### src/shared/sfpi_map.vh
// Purpose: constants for the serial flash pin interface
// Assumes: 16 Mbit array, byte addressed, 24-bit address field
// Notes:   definitions only
`ifndef SFPI_MAP_VH
`define SFPI_MAP_VH

// read data lane modes
`define SFPI_MODE_SINGLE   2'h0
`define SFPI_MODE_DUAL     2'h1
`define SFPI_MODE_QUAD     2'h2

// bits shifted per falling edge in each mode
`define SFPI_STEP_SINGLE   4'h1
`define SFPI_STEP_DUAL     4'h2
`define SFPI_STEP_QUAD     4'h4
`define SFPI_BYTE_BITS     4'h8

// erase granularity codes
`define SFPI_ERASE_PAGE    2'h0
`define SFPI_ERASE_SUB     2'h1
`define SFPI_ERASE_SECTOR  2'h2
`define SFPI_ERASE_ARRAY   2'h3

// array geometry
`define SFPI_ADDR_W        24
`define SFPI_ARRAY_W       21
`define SFPI_SECTOR_LSB    16
`define SFPI_SECTOR_W      5
`define SFPI_PAGE_LSB      8
`define SFPI_PAGE_W        13
`define SFPI_SUB_LSB_DEF   12

// page program byte count
`define SFPI_PAGE_BYTES    9'h100
`define SFPI_CNT_W         9

`endif

### src/design/sfpi_addr_map.v
// Purpose: address split and erase span for the flash array
// Assumes: sector 64 KB, page 256 bytes, subsector size a parameter
// Notes:   purely combinational
`timescale 1ns/10ps
`default_nettype none
`include "sfpi_map.vh"

module sfpi_addr_map
#(
   parameter SUB_LSB = `SFPI_SUB_LSB_DEF
)
(
   // request
   input  wire [`SFPI_ADDR_W-1:0]   addr_i,
   input  wire [1:0]                erase_kind_i,
   // decoded address
   output wire [`SFPI_SECTOR_W-1:0] sector_o,
   output wire [`SFPI_PAGE_W-1:0]   page_o,
   // erase span, inclusive
   output reg  [`SFPI_ARRAY_W-1:0]  erase_first_o,
   output reg  [`SFPI_ARRAY_W-1:0]  erase_last_o
);

   wire [`SFPI_ARRAY_W-1:0] arr = addr_i[`SFPI_ARRAY_W-1:0];

   assign sector_o = arr[`SFPI_ARRAY_W-1:`SFPI_SECTOR_LSB];
   assign page_o   = arr[`SFPI_ARRAY_W-1:`SFPI_PAGE_LSB];

   // span covering a block of 2**lsb bytes
   function [2*`SFPI_ARRAY_W-1:0] span;
      input [`SFPI_ARRAY_W-1:0] a;
      input integer             lsb;
      reg   [`SFPI_ARRAY_W-1:0] m;
      begin
         m    = ({`SFPI_ARRAY_W{1'b1}} >> (`SFPI_ARRAY_W - lsb));
         span = {a & ~m, a | m};
      end
   endfunction

   always @*
   begin
      case (erase_kind_i)
         `SFPI_ERASE_PAGE:
            {erase_first_o, erase_last_o} = span(arr, `SFPI_PAGE_LSB);
         `SFPI_ERASE_SUB:
            {erase_first_o, erase_last_o} = span(arr, SUB_LSB);
         `SFPI_ERASE_SECTOR:
            {erase_first_o, erase_last_o} = span(arr, `SFPI_SECTOR_LSB);
         default:
            {erase_first_o, erase_last_o} = span(arr, `SFPI_ARRAY_W);
      endcase
   end

endmodule // sfpi_addr_map

`default_nettype wire

### src/design/sfpi_pin_if.v
// Purpose: pin layer of a 16 Mbit serial flash, single/dual/quad read
// Assumes: serial clock far slower than ref_clk_i; reset stands for power-up
// Notes:   instruction decode lives above this block

`timescale 1ns/10ps
`default_nettype none
`include "sfpi_map.vh"

// Contract
// - read data bits leave on the serial output after clock falling edges
// - instruction, address and program bits sampled on clock rising edges
// - dual read drives lanes 0 and 1, input pin becomes output
// - quad read drives lanes 0 to 3 on the four data pins
// - select high deselects and floats the serial output
// - deselected device goes standby only after internal cycles end
// - select low enables and makes the device active
// - no decoding before a select falling edge after power-up
// - pause input suspends transfer without deselecting
// - while paused output floats, input and clock ignored
// - pause only honoured while selected
// - quad enable disables pause, pin becomes lane 3
// - quad enable disables write protect, pin becomes lane 2
// - write protect freezes the block protect bits
// - page program accepts one to 256 data bytes
// - page, subsector, sector and whole-array erase granularities
// - array decodes as thirty-two sectors of 512 Kb
module sfpi_pin_if
#(
   parameter SUB_LSB = `SFPI_SUB_LSB_DEF
)
(
   // clock and reset
   input  wire                      ref_clk_i,
   input  wire                      rst_n_i,
   // serial pins
   input  wire                      cs_n_i,
   input  wire                      sck_i,
   input  wire                      data_lane_0_i,
   output wire                      data_lane_0_o,
   output wire                      data_lane_0_oe_o,
   output wire                      data_lane_1_o,
   output wire                      data_lane_1_oe_o,
   input  wire                      wp_n_i,
   output wire                      data_lane_2_o,
   output wire                      data_lane_2_oe_o,
   input  wire                      hold_n_i,
   output wire                      data_lane_3_o,
   output wire                      data_lane_3_oe_o,
   // status from the core
   input  wire                      quad_enable_bit_i,
   input  wire [3:0]                block_protect_bits_i,
   input  wire                      busy_i,
   // receive side
   output reg  [7:0]                rx_byte_o,
   output reg                       rx_valid_o,
   output reg                       rx_first_o,
   // transmit side
   input  wire                      tx_en_i,
   input  wire [1:0]                tx_mode_i,
   input  wire [7:0]                tx_byte_i,
   output reg                       tx_take_o,
   // program byte count
   input  wire                      prog_phase_i,
   output reg  [`SFPI_CNT_W-1:0]    prog_count_o,
   output wire                      prog_len_ok_o,
   output reg                       prog_over_o,
   // address decode
   input  wire [`SFPI_ADDR_W-1:0]   addr_i,
   input  wire [1:0]                erase_kind_i,
   output wire [`SFPI_SECTOR_W-1:0] sector_o,
   output wire [`SFPI_PAGE_W-1:0]   page_o,
   output wire [`SFPI_ARRAY_W-1:0]  erase_first_o,
   output wire [`SFPI_ARRAY_W-1:0]  erase_last_o,
   // power and protection state
   output reg                       selected_o,
   output reg                       active_o,
   output reg                       standby_o,
   output reg                       armed_o,
   output reg                       paused_o,
   output reg                       bp_frozen_o,
   output reg  [3:0]                bp_held_o,
   output reg                       frame_end_o
);

   // synchronised pins: cs, sck, si, wp, hold
   wire [4:0] pin_s;
   wire       cs_n_s   = pin_s[4];
   wire       sck_s    = pin_s[3];
   wire       si_s     = pin_s[2];
   wire       wp_n_s   = pin_s[1];
   wire       hold_n_s = pin_s[0];

   sfpi_sync
   #(
      .WIDTH (5),
      .INIT  (5'h1F)
   )
   u_sync
   (
      .ref_clk_i (ref_clk_i),
      .rst_n_i   (rst_n_i),
      .async_i   ({cs_n_i, sck_i, data_lane_0_i, wp_n_i, hold_n_i}),
      .sync_o    (pin_s)
   );

   sfpi_addr_map
   #(
      .SUB_LSB (SUB_LSB)
   )
   u_map
   (
      .addr_i        (addr_i),
      .erase_kind_i  (erase_kind_i),
      .sector_o      (sector_o),
      .page_o        (page_o),
      .erase_first_o (erase_first_o),
      .erase_last_o  (erase_last_o)
   );

   // edge history
   reg cs_n_q;
   reg sck_q;
   reg hold_n_q;

   // edges found the same way for either idle level
   wire sck_rise  = sck_s & ~sck_q;
   wire sck_fall  = ~sck_s & sck_q;
   wire cs_fall   = ~cs_n_s & cs_n_q;
   wire cs_rise   = cs_n_s & ~cs_n_q;
   wire hold_fall = ~hold_n_s & hold_n_q;
   wire hold_rise = hold_n_s & ~hold_n_q;

   // shift state
   reg [7:0] rx_sh_q;
   reg [3:0] rx_cnt_q;
   reg       rx_first_q;
   reg [7:0] tx_sh_q;
   reg [3:0] tx_left_q;
   reg [1:0] tx_mode_q;
   reg       tx_live_q;
   reg [3:0] lane_q;
   reg       quad_ok;

   // live bit path: selected, armed and not paused
   wire live = selected_o & armed_o & ~paused_o;

   // requested mode, quad only when lanes 2 and 3 are free
   reg [1:0] mode_d;
   reg [3:0] step_d;
   always @*
   begin
      quad_ok = quad_enable_bit_i;
      mode_d  = tx_mode_i;
      if (tx_mode_i == `SFPI_MODE_QUAD && !quad_ok)
         mode_d = `SFPI_MODE_SINGLE;
      case (mode_d)
         `SFPI_MODE_DUAL: step_d = `SFPI_STEP_DUAL;
         `SFPI_MODE_QUAD: step_d = `SFPI_STEP_QUAD;
         default:         step_d = `SFPI_STEP_SINGLE;
      endcase
   end

   // next transmit byte: fresh load when the previous one is spent
   wire [7:0] tx_cur  = (tx_left_q == 4'h0) ? tx_byte_i : tx_sh_q;
   wire [3:0] tx_base = (tx_left_q == 4'h0) ? `SFPI_BYTE_BITS : tx_left_q;

   // select, power and power-up arming
   always @(posedge ref_clk_i)
   begin
      if (!rst_n_i)
      begin
         cs_n_q      <= 1'b1;
         sck_q       <= 1'b1;
         hold_n_q    <= 1'b1;
         selected_o  <= 1'b0;
         active_o    <= 1'b0;
         standby_o   <= 1'b1;
         armed_o     <= 1'b0;
         frame_end_o <= 1'b0;
      end
      else
      begin
         cs_n_q      <= cs_n_s;
         sck_q       <= sck_s;
         hold_n_q    <= hold_n_s;
         selected_o  <= ~cs_n_s;
         active_o    <= ~cs_n_s | busy_i;
         standby_o   <= cs_n_s & ~busy_i;
         // first select falling edge arms decoding
         if (cs_fall)
            armed_o <= 1'b1;
         frame_end_o <= cs_rise & armed_o;
      end
   end

   // pause handling
   always @(posedge ref_clk_i)
   begin
      if (!rst_n_i)
         paused_o <= 1'b0;
      else if (quad_enable_bit_i)
         paused_o <= 1'b0;
      else if (cs_n_s)
         paused_o <= 1'b0;
      // enter on falling, leave on rising edge
      else if (hold_fall)
         paused_o <= 1'b1;
      else if (hold_rise)
         paused_o <= 1'b0;
   end

   // receive shifter
   always @(posedge ref_clk_i)
   begin
      if (!rst_n_i)
      begin
         rx_sh_q    <= 8'h00;
         rx_cnt_q   <= 4'h0;
         rx_first_q <= 1'b1;
         rx_byte_o  <= 8'h00;
         rx_valid_o <= 1'b0;
         rx_first_o <= 1'b0;
      end
      else
      begin
         rx_valid_o <= 1'b0;
         if (!selected_o)
         begin
            rx_cnt_q   <= 4'h0;
            rx_first_q <= 1'b1;
         end
         // sample on rising edge; ignored while paused
         else if (live && sck_rise && !tx_live_q)
         begin
            rx_sh_q <= {rx_sh_q[6:0], si_s};
            if (rx_cnt_q == `SFPI_BYTE_BITS - 4'h1)
            begin
               rx_cnt_q   <= 4'h0;
               rx_byte_o  <= {rx_sh_q[6:0], si_s};
               rx_valid_o <= 1'b1;
               rx_first_o <= rx_first_q;
               rx_first_q <= 1'b0;
            end
            else
               rx_cnt_q <= rx_cnt_q + 4'h1;
         end
      end
   end

   // transmit shifter
   always @(posedge ref_clk_i)
   begin
      if (!rst_n_i)
      begin
         tx_sh_q   <= 8'h00;
         tx_left_q <= 4'h0;
         tx_mode_q <= `SFPI_MODE_SINGLE;
         tx_live_q <= 1'b0;
         lane_q    <= 4'h0;
         tx_take_o <= 1'b0;
      end
      else
      begin
         tx_take_o <= 1'b0;
         if (!selected_o || !tx_en_i)
         begin
            tx_left_q <= 4'h0;
            tx_live_q <= 1'b0;
         end
         // launch after falling edge; resume where stopped
         else if (live && sck_fall)
         begin
            tx_live_q <= 1'b1;
            tx_mode_q <= mode_d;
            tx_take_o <= (tx_left_q == 4'h0);
            tx_sh_q   <= tx_cur << step_d;
            tx_left_q <= tx_base - step_d;
            case (mode_d)
               // dual pairs bits on lanes 1 and 0
               `SFPI_MODE_DUAL: lane_q <= {2'h0, tx_cur[7], tx_cur[6]};
               // quad nibble over lanes 3 to 0
               `SFPI_MODE_QUAD: lane_q <= tx_cur[7:4];
               default:         lane_q <= {2'h0, tx_cur[7], 1'b0};
            endcase
         end
      end
   end

   // lane drivers
   // lanes float unless driving read data
   wire drive   = selected_o & ~paused_o & tx_live_q;
   wire multi   = (tx_mode_q == `SFPI_MODE_DUAL) || (tx_mode_q == `SFPI_MODE_QUAD);
   // upper lanes only under quad enable
   wire quad_on = (tx_mode_q == `SFPI_MODE_QUAD) & quad_ok;

   assign data_lane_0_o    = lane_q[0];
   assign data_lane_1_o    = lane_q[1];
   assign data_lane_2_o    = lane_q[2];
   assign data_lane_3_o    = lane_q[3];
   assign data_lane_1_oe_o = drive;
   assign data_lane_0_oe_o = drive & multi;
   assign data_lane_2_oe_o = drive & quad_on;
   assign data_lane_3_oe_o = drive & quad_on;

   // write protect freeze of block protect bits
   always @(posedge ref_clk_i)
   begin
      if (!rst_n_i)
      begin
         bp_frozen_o <= 1'b0;
         bp_held_o   <= 4'h0;
      end
      else
      begin
         // write protect off under quad enable; freeze when low
         bp_frozen_o <= ~wp_n_s & ~quad_enable_bit_i;
         if (wp_n_s || quad_enable_bit_i)
            bp_held_o <= block_protect_bits_i;
      end
   end

   // page program byte counter
   // one to 256 bytes per page program
   assign prog_len_ok_o = (prog_count_o != {`SFPI_CNT_W{1'b0}}) & ~prog_over_o;

   always @(posedge ref_clk_i)
   begin
      if (!rst_n_i)
      begin
         prog_count_o <= {`SFPI_CNT_W{1'b0}};
         prog_over_o  <= 1'b0;
      end
      else if (!prog_phase_i || cs_fall)
      begin
         prog_count_o <= {`SFPI_CNT_W{1'b0}};
         prog_over_o  <= 1'b0;
      end
      else if (rx_valid_o)
      begin
         if (prog_count_o == `SFPI_PAGE_BYTES)
            prog_over_o <= 1'b1;
         else
            prog_count_o <= prog_count_o + 9'h001;
      end
   end

endmodule // sfpi_pin_if

`default_nettype wire

### src/design/sfpi_sync.v
// Purpose: two-stage synchroniser for asynchronous pin levels
// Assumes: each bit is an independent level
// Notes:   stage one feeds only stage two
`timescale 1ns/10ps
`default_nettype none

module sfpi_sync
#(
   parameter WIDTH = 5,
   parameter [WIDTH-1:0] INIT = {WIDTH{1'b1}}
)
(
   // clock and reset
   input  wire             ref_clk_i,
   input  wire             rst_n_i,
   // levels
   input  wire [WIDTH-1:0] async_i,
   output wire [WIDTH-1:0] sync_o
);

   genvar g;
   generate
      for (g = 0; g < WIDTH; g = g + 1)
      begin : g_bit
         reg meta_q;
         reg stable_q;
         always @(posedge ref_clk_i)
         begin
            if (!rst_n_i)
            begin
               meta_q   <= INIT[g];
               stable_q <= INIT[g];
            end
            else
            begin
               meta_q   <= async_i[g];
               stable_q <= meta_q;
            end
         end
         assign sync_o[g] = stable_q;
      end
   endgenerate

endmodule // sfpi_sync

`default_nettype wire

### config.mk
export PLATFORM = sky130hd
export DESIGN_NAME = sfpi_pin_if
export DESIGN_NICKNAME = d
export VERILOG_FILES = /design/src/design/sfpi_addr_map.v /design/src/design/sfpi_pin_if.v /design/src/design/sfpi_sync.v
export VERILOG_INCLUDE_DIRS = /design/src /design/src/shared
export SDC_FILE = /design/constraint.sdc
export NUM_CORES = 1
export LEC_CHECK = 0
export CORE_MARGIN = 8
export CORE_UTILIZATION = 65
export DETAILED_ROUTE_END_ITERATION = 16
export DONT_BUFFER_PORTS = 1
export PLACE_DENSITY = 0.81
export SLEW_MARGIN = 20
export SYNTH_ARGS = -nofsm -noshare
export SYNTH_HDL_FRONTEND = slang
export SYNTH_SLANG_ARGS = --single-unit
### constraint.sdc
create_clock -name ref_clk_i -period 3.8 [get_ports ref_clk_i]
set_input_delay 0.19 -clock ref_clk_i [delete_from_list [all_inputs] [get_ports ref_clk_i]]
set_output_delay 0.19 -clock ref_clk_i [all_outputs]
set_load 0.05 [all_outputs]
# After elaboration in Yosys (flattened, before gate mapping)
# Cells that the tools add are included.
# op_classes
eq_ne	9
muxes	11
n_mul	0
n_addsub	3
bitwise_logic	33
order_cmp	0
div	0
n_reduce_logical	29
shift	1
# op_table
cell	n
case mux 21 bit (3 select lines)	2
AND 1 bit	17
inverter 1 bit	15
AND reduction 2 bit	6
adder 9 x 1 -> 9 bit (second input constant)	1
== test 9 bit (second input constant)	1
nonzero test 9 bit	1
== test 2 bit (second input constant)	4
two-way mux 4 bit	2
two-way mux 8 bit	1
case mux 4 bit (2 select lines)	1
left shift 8 x 4 -> 8 bit	1
== test 2 x 1 -> 1 bit (second input constant)	3
case mux 3 bit (2 select lines)	1
AND reduction 3 bit	2
OR reduction 3 bit	2
logical NOT 1 bit	5
adder 4 x 1 -> 4 bit (second input constant)	1
== test 4 x 3 -> 1 bit (second input constant)	1
logical AND 1 bit	4
logical NOT 4 bit	1
logical OR 1 bit	4
OR reduction 2 bit	2
subtractor 4 bit	1
other kinds (5)	7
# word_totals
latchBits	0
memories	0
register_bits	76
ramBits	0
word_cells	121
romBits	0
out_inout_bits	101

# Longest topological paths before layout
# logic_depth
depth_word	6
depth_mapped	10
depth_no_buf	9

# Hierarchy
# From an unflattened synthesis, not the netlist that was laid out.
# unflattened
cells_unflattened	417
area_unflattened_um2	3716.1
# modules_own_cells
module	n_inst	cells_each	area_per_inst_um2
sfpi_pin_if	1	313	2855.2
sfpi_addr_map	1	79	560.5
sfpi_sync	1	25	300.3

# Least setup slack after synthesis
# Ideal clock, no wire load.
# synth_path
path_kind	flip-flop to output port
start	register selected_o
end	output data_lane_3_oe_o
t_arrival_ns	2.078
stages_incl_launch_ff	4
required_ns	3.610
path_buffers	1
path_slack_ns	1.532
path_cell_list	dfxtp_1 and3b_1 and3_1 buf_4
# synth_via
elab_chain_len	3
# synth_lines
element	line	rtl
from (decl)	sfpi_pin_if.v:75	output reg selected_o,
from (signal assigned)	sfpi_pin_if.v:186	selected_o <= ~cs_n_s;
AND 1 bit (2 in a row)	sfpi_pin_if.v:291	wire drive = selected_o & ~paused_o & tx_live_q;
named net data_lane_1_oe_o	sfpi_pin_if.v:42	output wire data_lane_1_oe_o,
AND 1 bit	n/a	
to (decl)	sfpi_pin_if.v:48	output wire data_lane_3_oe_o,
# The timed path passes the listed nets, and every way through them passes these cells.

# Final worst setup path
# layout_path
start	register selected_o
end	output data_lane_2_oe_o
# layout_via
elab_chain_len	3
# layout_lines
element	line	rtl
AND 1 bit (2 in a row)	sfpi_pin_if.v:291	
named net data_lane_1_oe_o	sfpi_pin_if.v:42	
AND 1 bit	sfpi_pin_if.v:302	assign data_lane_2_oe_o = drive & quad_on;
to (decl)	sfpi_pin_if.v:45	output wire data_lane_2_oe_o,
# The timed path passes the listed nets, and every way through them passes these cells.

==> flow_summary.toml <==
[yosys]
ys_seq_area_share_pct = 41.70
synth_top_cells_by_area = "dfxtp_1 (42%), buf_4 (7.2%), mux2i_1 (5.5%)"
ys_types = 44
syn_area_um2 = 3648
synth_top_flop_cell = "dfxtp_1"
ys_ff_latch = 76
yosys.area.top_type = "dfxtp_1"
syn_area_per_cell_um2 = 8.921
synth_edf_count = 0
yosysWarnings = 0
synthesis.instances = 409
yosysTopAreaCellShare_pct = 41.70
synthArstFlopShare_pct = 0

[clocking]
insertion_delay_ns = 0.34
cts_tree = "built"
clock_path_buffers = 2
cts-buffers-inserted = 9
cts-htree-levels = 3
ctsResizeCount = 0
cts_root_buffer = "clkbuf_8"
post-cts-setup-buffer-count = 0
clock-sinks = 76
path_clk_slew_ns = 0.08
hold_buffers = 9

[timing]
finClkSkew_ns = 0.01174
hold_viol = 0
slew_headroom_pct = 30.44
min_period_ns = 2.779
fin_crit_sh_pct = 73.12
drv_slew = 0
setup_viol = 0
clock.fmax_ghz = 0.3599
fin_setup_tns_ns = 0
rsz0062_at_grt = "false"
setup_ws_ns = 1.021
worstMarginPinSlew_ns = 1.047

[die]
die_w_um = 90.92
fp.coreArea_um2 = 5473
num_io_pins = 152
start_util_pct = 66.67
num_rows = 27
die_area_um2 = 8266
fp.dieH_um = 90.92

[power_and_ir_drop]
power_leakage_nw = 1.599
ir_drop_uv = 417.1
power.density_nw_per_um2 = 448.8

[cells_and_area]
utilization_pct = 68.34
final_common_cell = "dfxtp_1"
syn2layout_area_growth_pct = 2.504
fillCellCount = 444
layout.nets = 455
num_antenna_cells = 0
most-common-layout-cells = "dfxtp_1 (76), nand2_1 (47), nor2_1 (30)"
drive_above_1_share_pct = 6.835

[status]
status = "completed"

[worst_setup_path]
worst-path-max-fanout = 5
required_ns = 3.61
crit_path_start_kind = "register"
worstPathArrival_ns = 2.59
endpoint_kind = "primary output"
path_class = "register to primary output"

[routing]
drc = 0
drtAntennaViolNets = 0
drtIter0Drc = 157
num_vias = 2562
wl_per_cell_um = 16.11
drt-total-wl_um = 7525
vias_per_cell = 5.486
drtPass1Iterations = 4

[placed_design]
portBuffers = 0
finalWeightedCongestion = 0.8403
hpwl_um = 5431
pre_cts_ws_ns = 1.380

[global_route]
grt_antenna_before_repair = 0
grt_pass1_vias = 2408
grt_pass1_wl_um = 12360
grt_max_degree = 50
overflow = 0
track_usage_pct = 17.95

[hold_path]
worstHoldPathType = "input port to register"

[job]
cap_violations = 0
==> stage by stage <==
stage	total power, mW	area [µm²]	std cells	hold WS [ns]
4_1_cts	1.689	3740	467	0.0007066
3_5_place_dp	1.022	3428	443	0.2728
2_1_floorplan	1.080	3701	423	0.2915
3_3_place_gp	1.020	3428	443	0.2670
5_1_grt	1.735	3740	467	0.006771
6_report	1.679	3740	467	0.01173
==> power by group <==
group          leakage [nW]  total, mW  switching, mW  internal [mW]
Combinational         0.872      0.190          0.150         0.0404
Sequential            0.617      0.830         0.0232          0.807
Clock                 0.110      0.659          0.290          0.369
==> flip-flops by register name, summed over array words and instances, names as in the netlist, 5 cells and up <==
signal                 flops
u_sync.g_bit.stable_q      5
rx_sh_q                    7
tx_sh_q                    8
rx_byte_o                  8
u_sync.g_bit.meta_q        5
prog_count_o               9
==> worst paths after layout <==
kind | start | to | slack [ns] | depth (start not counted)
max | selected_o | data_lane_2_oe_o | 1.02 | 2
min | rst_n_i | tx_sh_q[2] | 0.01 | 1
max reg2reg | armed_o | lane_q[2] | 1.38 | 5
min reg2reg | u_sync.g_bit[0].meta_q | u_sync.g_bit[0].stable_q | 0.41 | 1
==> synth_stat cells (all sizes together) (3+ instances only) <==
cell and n:
dfxtp 76, nand2 47, buf 42, nor2 30, mux2i 20, a21boi 17, nand2b 17, nor2b 17
inv 16, o21ai 13, and2 12, ha 12, clkbuf 10, a21oi 8, nand3 7, a21o 6
and3 6, xnor2 6, xor2 5, or2 4, or3 4, and3b 3, nand4 3, nor3b 3
o22ai 3
==> logic make-up (layout without fill, tap and decap cells) <==
logic type / count (synthesis) / count (layout) / share of synthesized area [%]
xor+xnor: 11 / 11 / 2.641
other cells: 2 / 16 / 0.2058
flops: 76 / 76 / 41.70
buf+inv: 69 / 41 / 11.80
simple gates: 159 / 159 / 22.43
compound gates: 57 / 57 / 10.46
mux: 22 / 22 / 6.104
fa+ha+maj: 13 / 13 / 4.664
==> metal layers <==
metal / up-vias / track usage (%) / wire (µm)
met4: 0 / 7.503 / 123
met3: 11 / 8.479 / 845
met2: 120 / 29.75 / 3602
li1: 1260 / - / -
met5: - / 0 / 0
met1: 1171 / 19.22 / 2954
==> worst max-delay path: stages (launching register included) <==
cell and delay, ns:
dfxtp_1 0.72, and3b_1 0.63, and3_1 0.90
==> cell type report <==
cell class	instances	area, µm²	area share, %
clock buffers	9	123.9	3.312
clock inverters	6	87.58	2.342
inverters	16	60.06	1.606
multi-input cells	278	1749	46.77
flip-flops and latches	76	1521	40.68
well taps	72	90.09	2.409
repair buffers	10	107.6	2.877
Power figures use the tool's default switching activity.
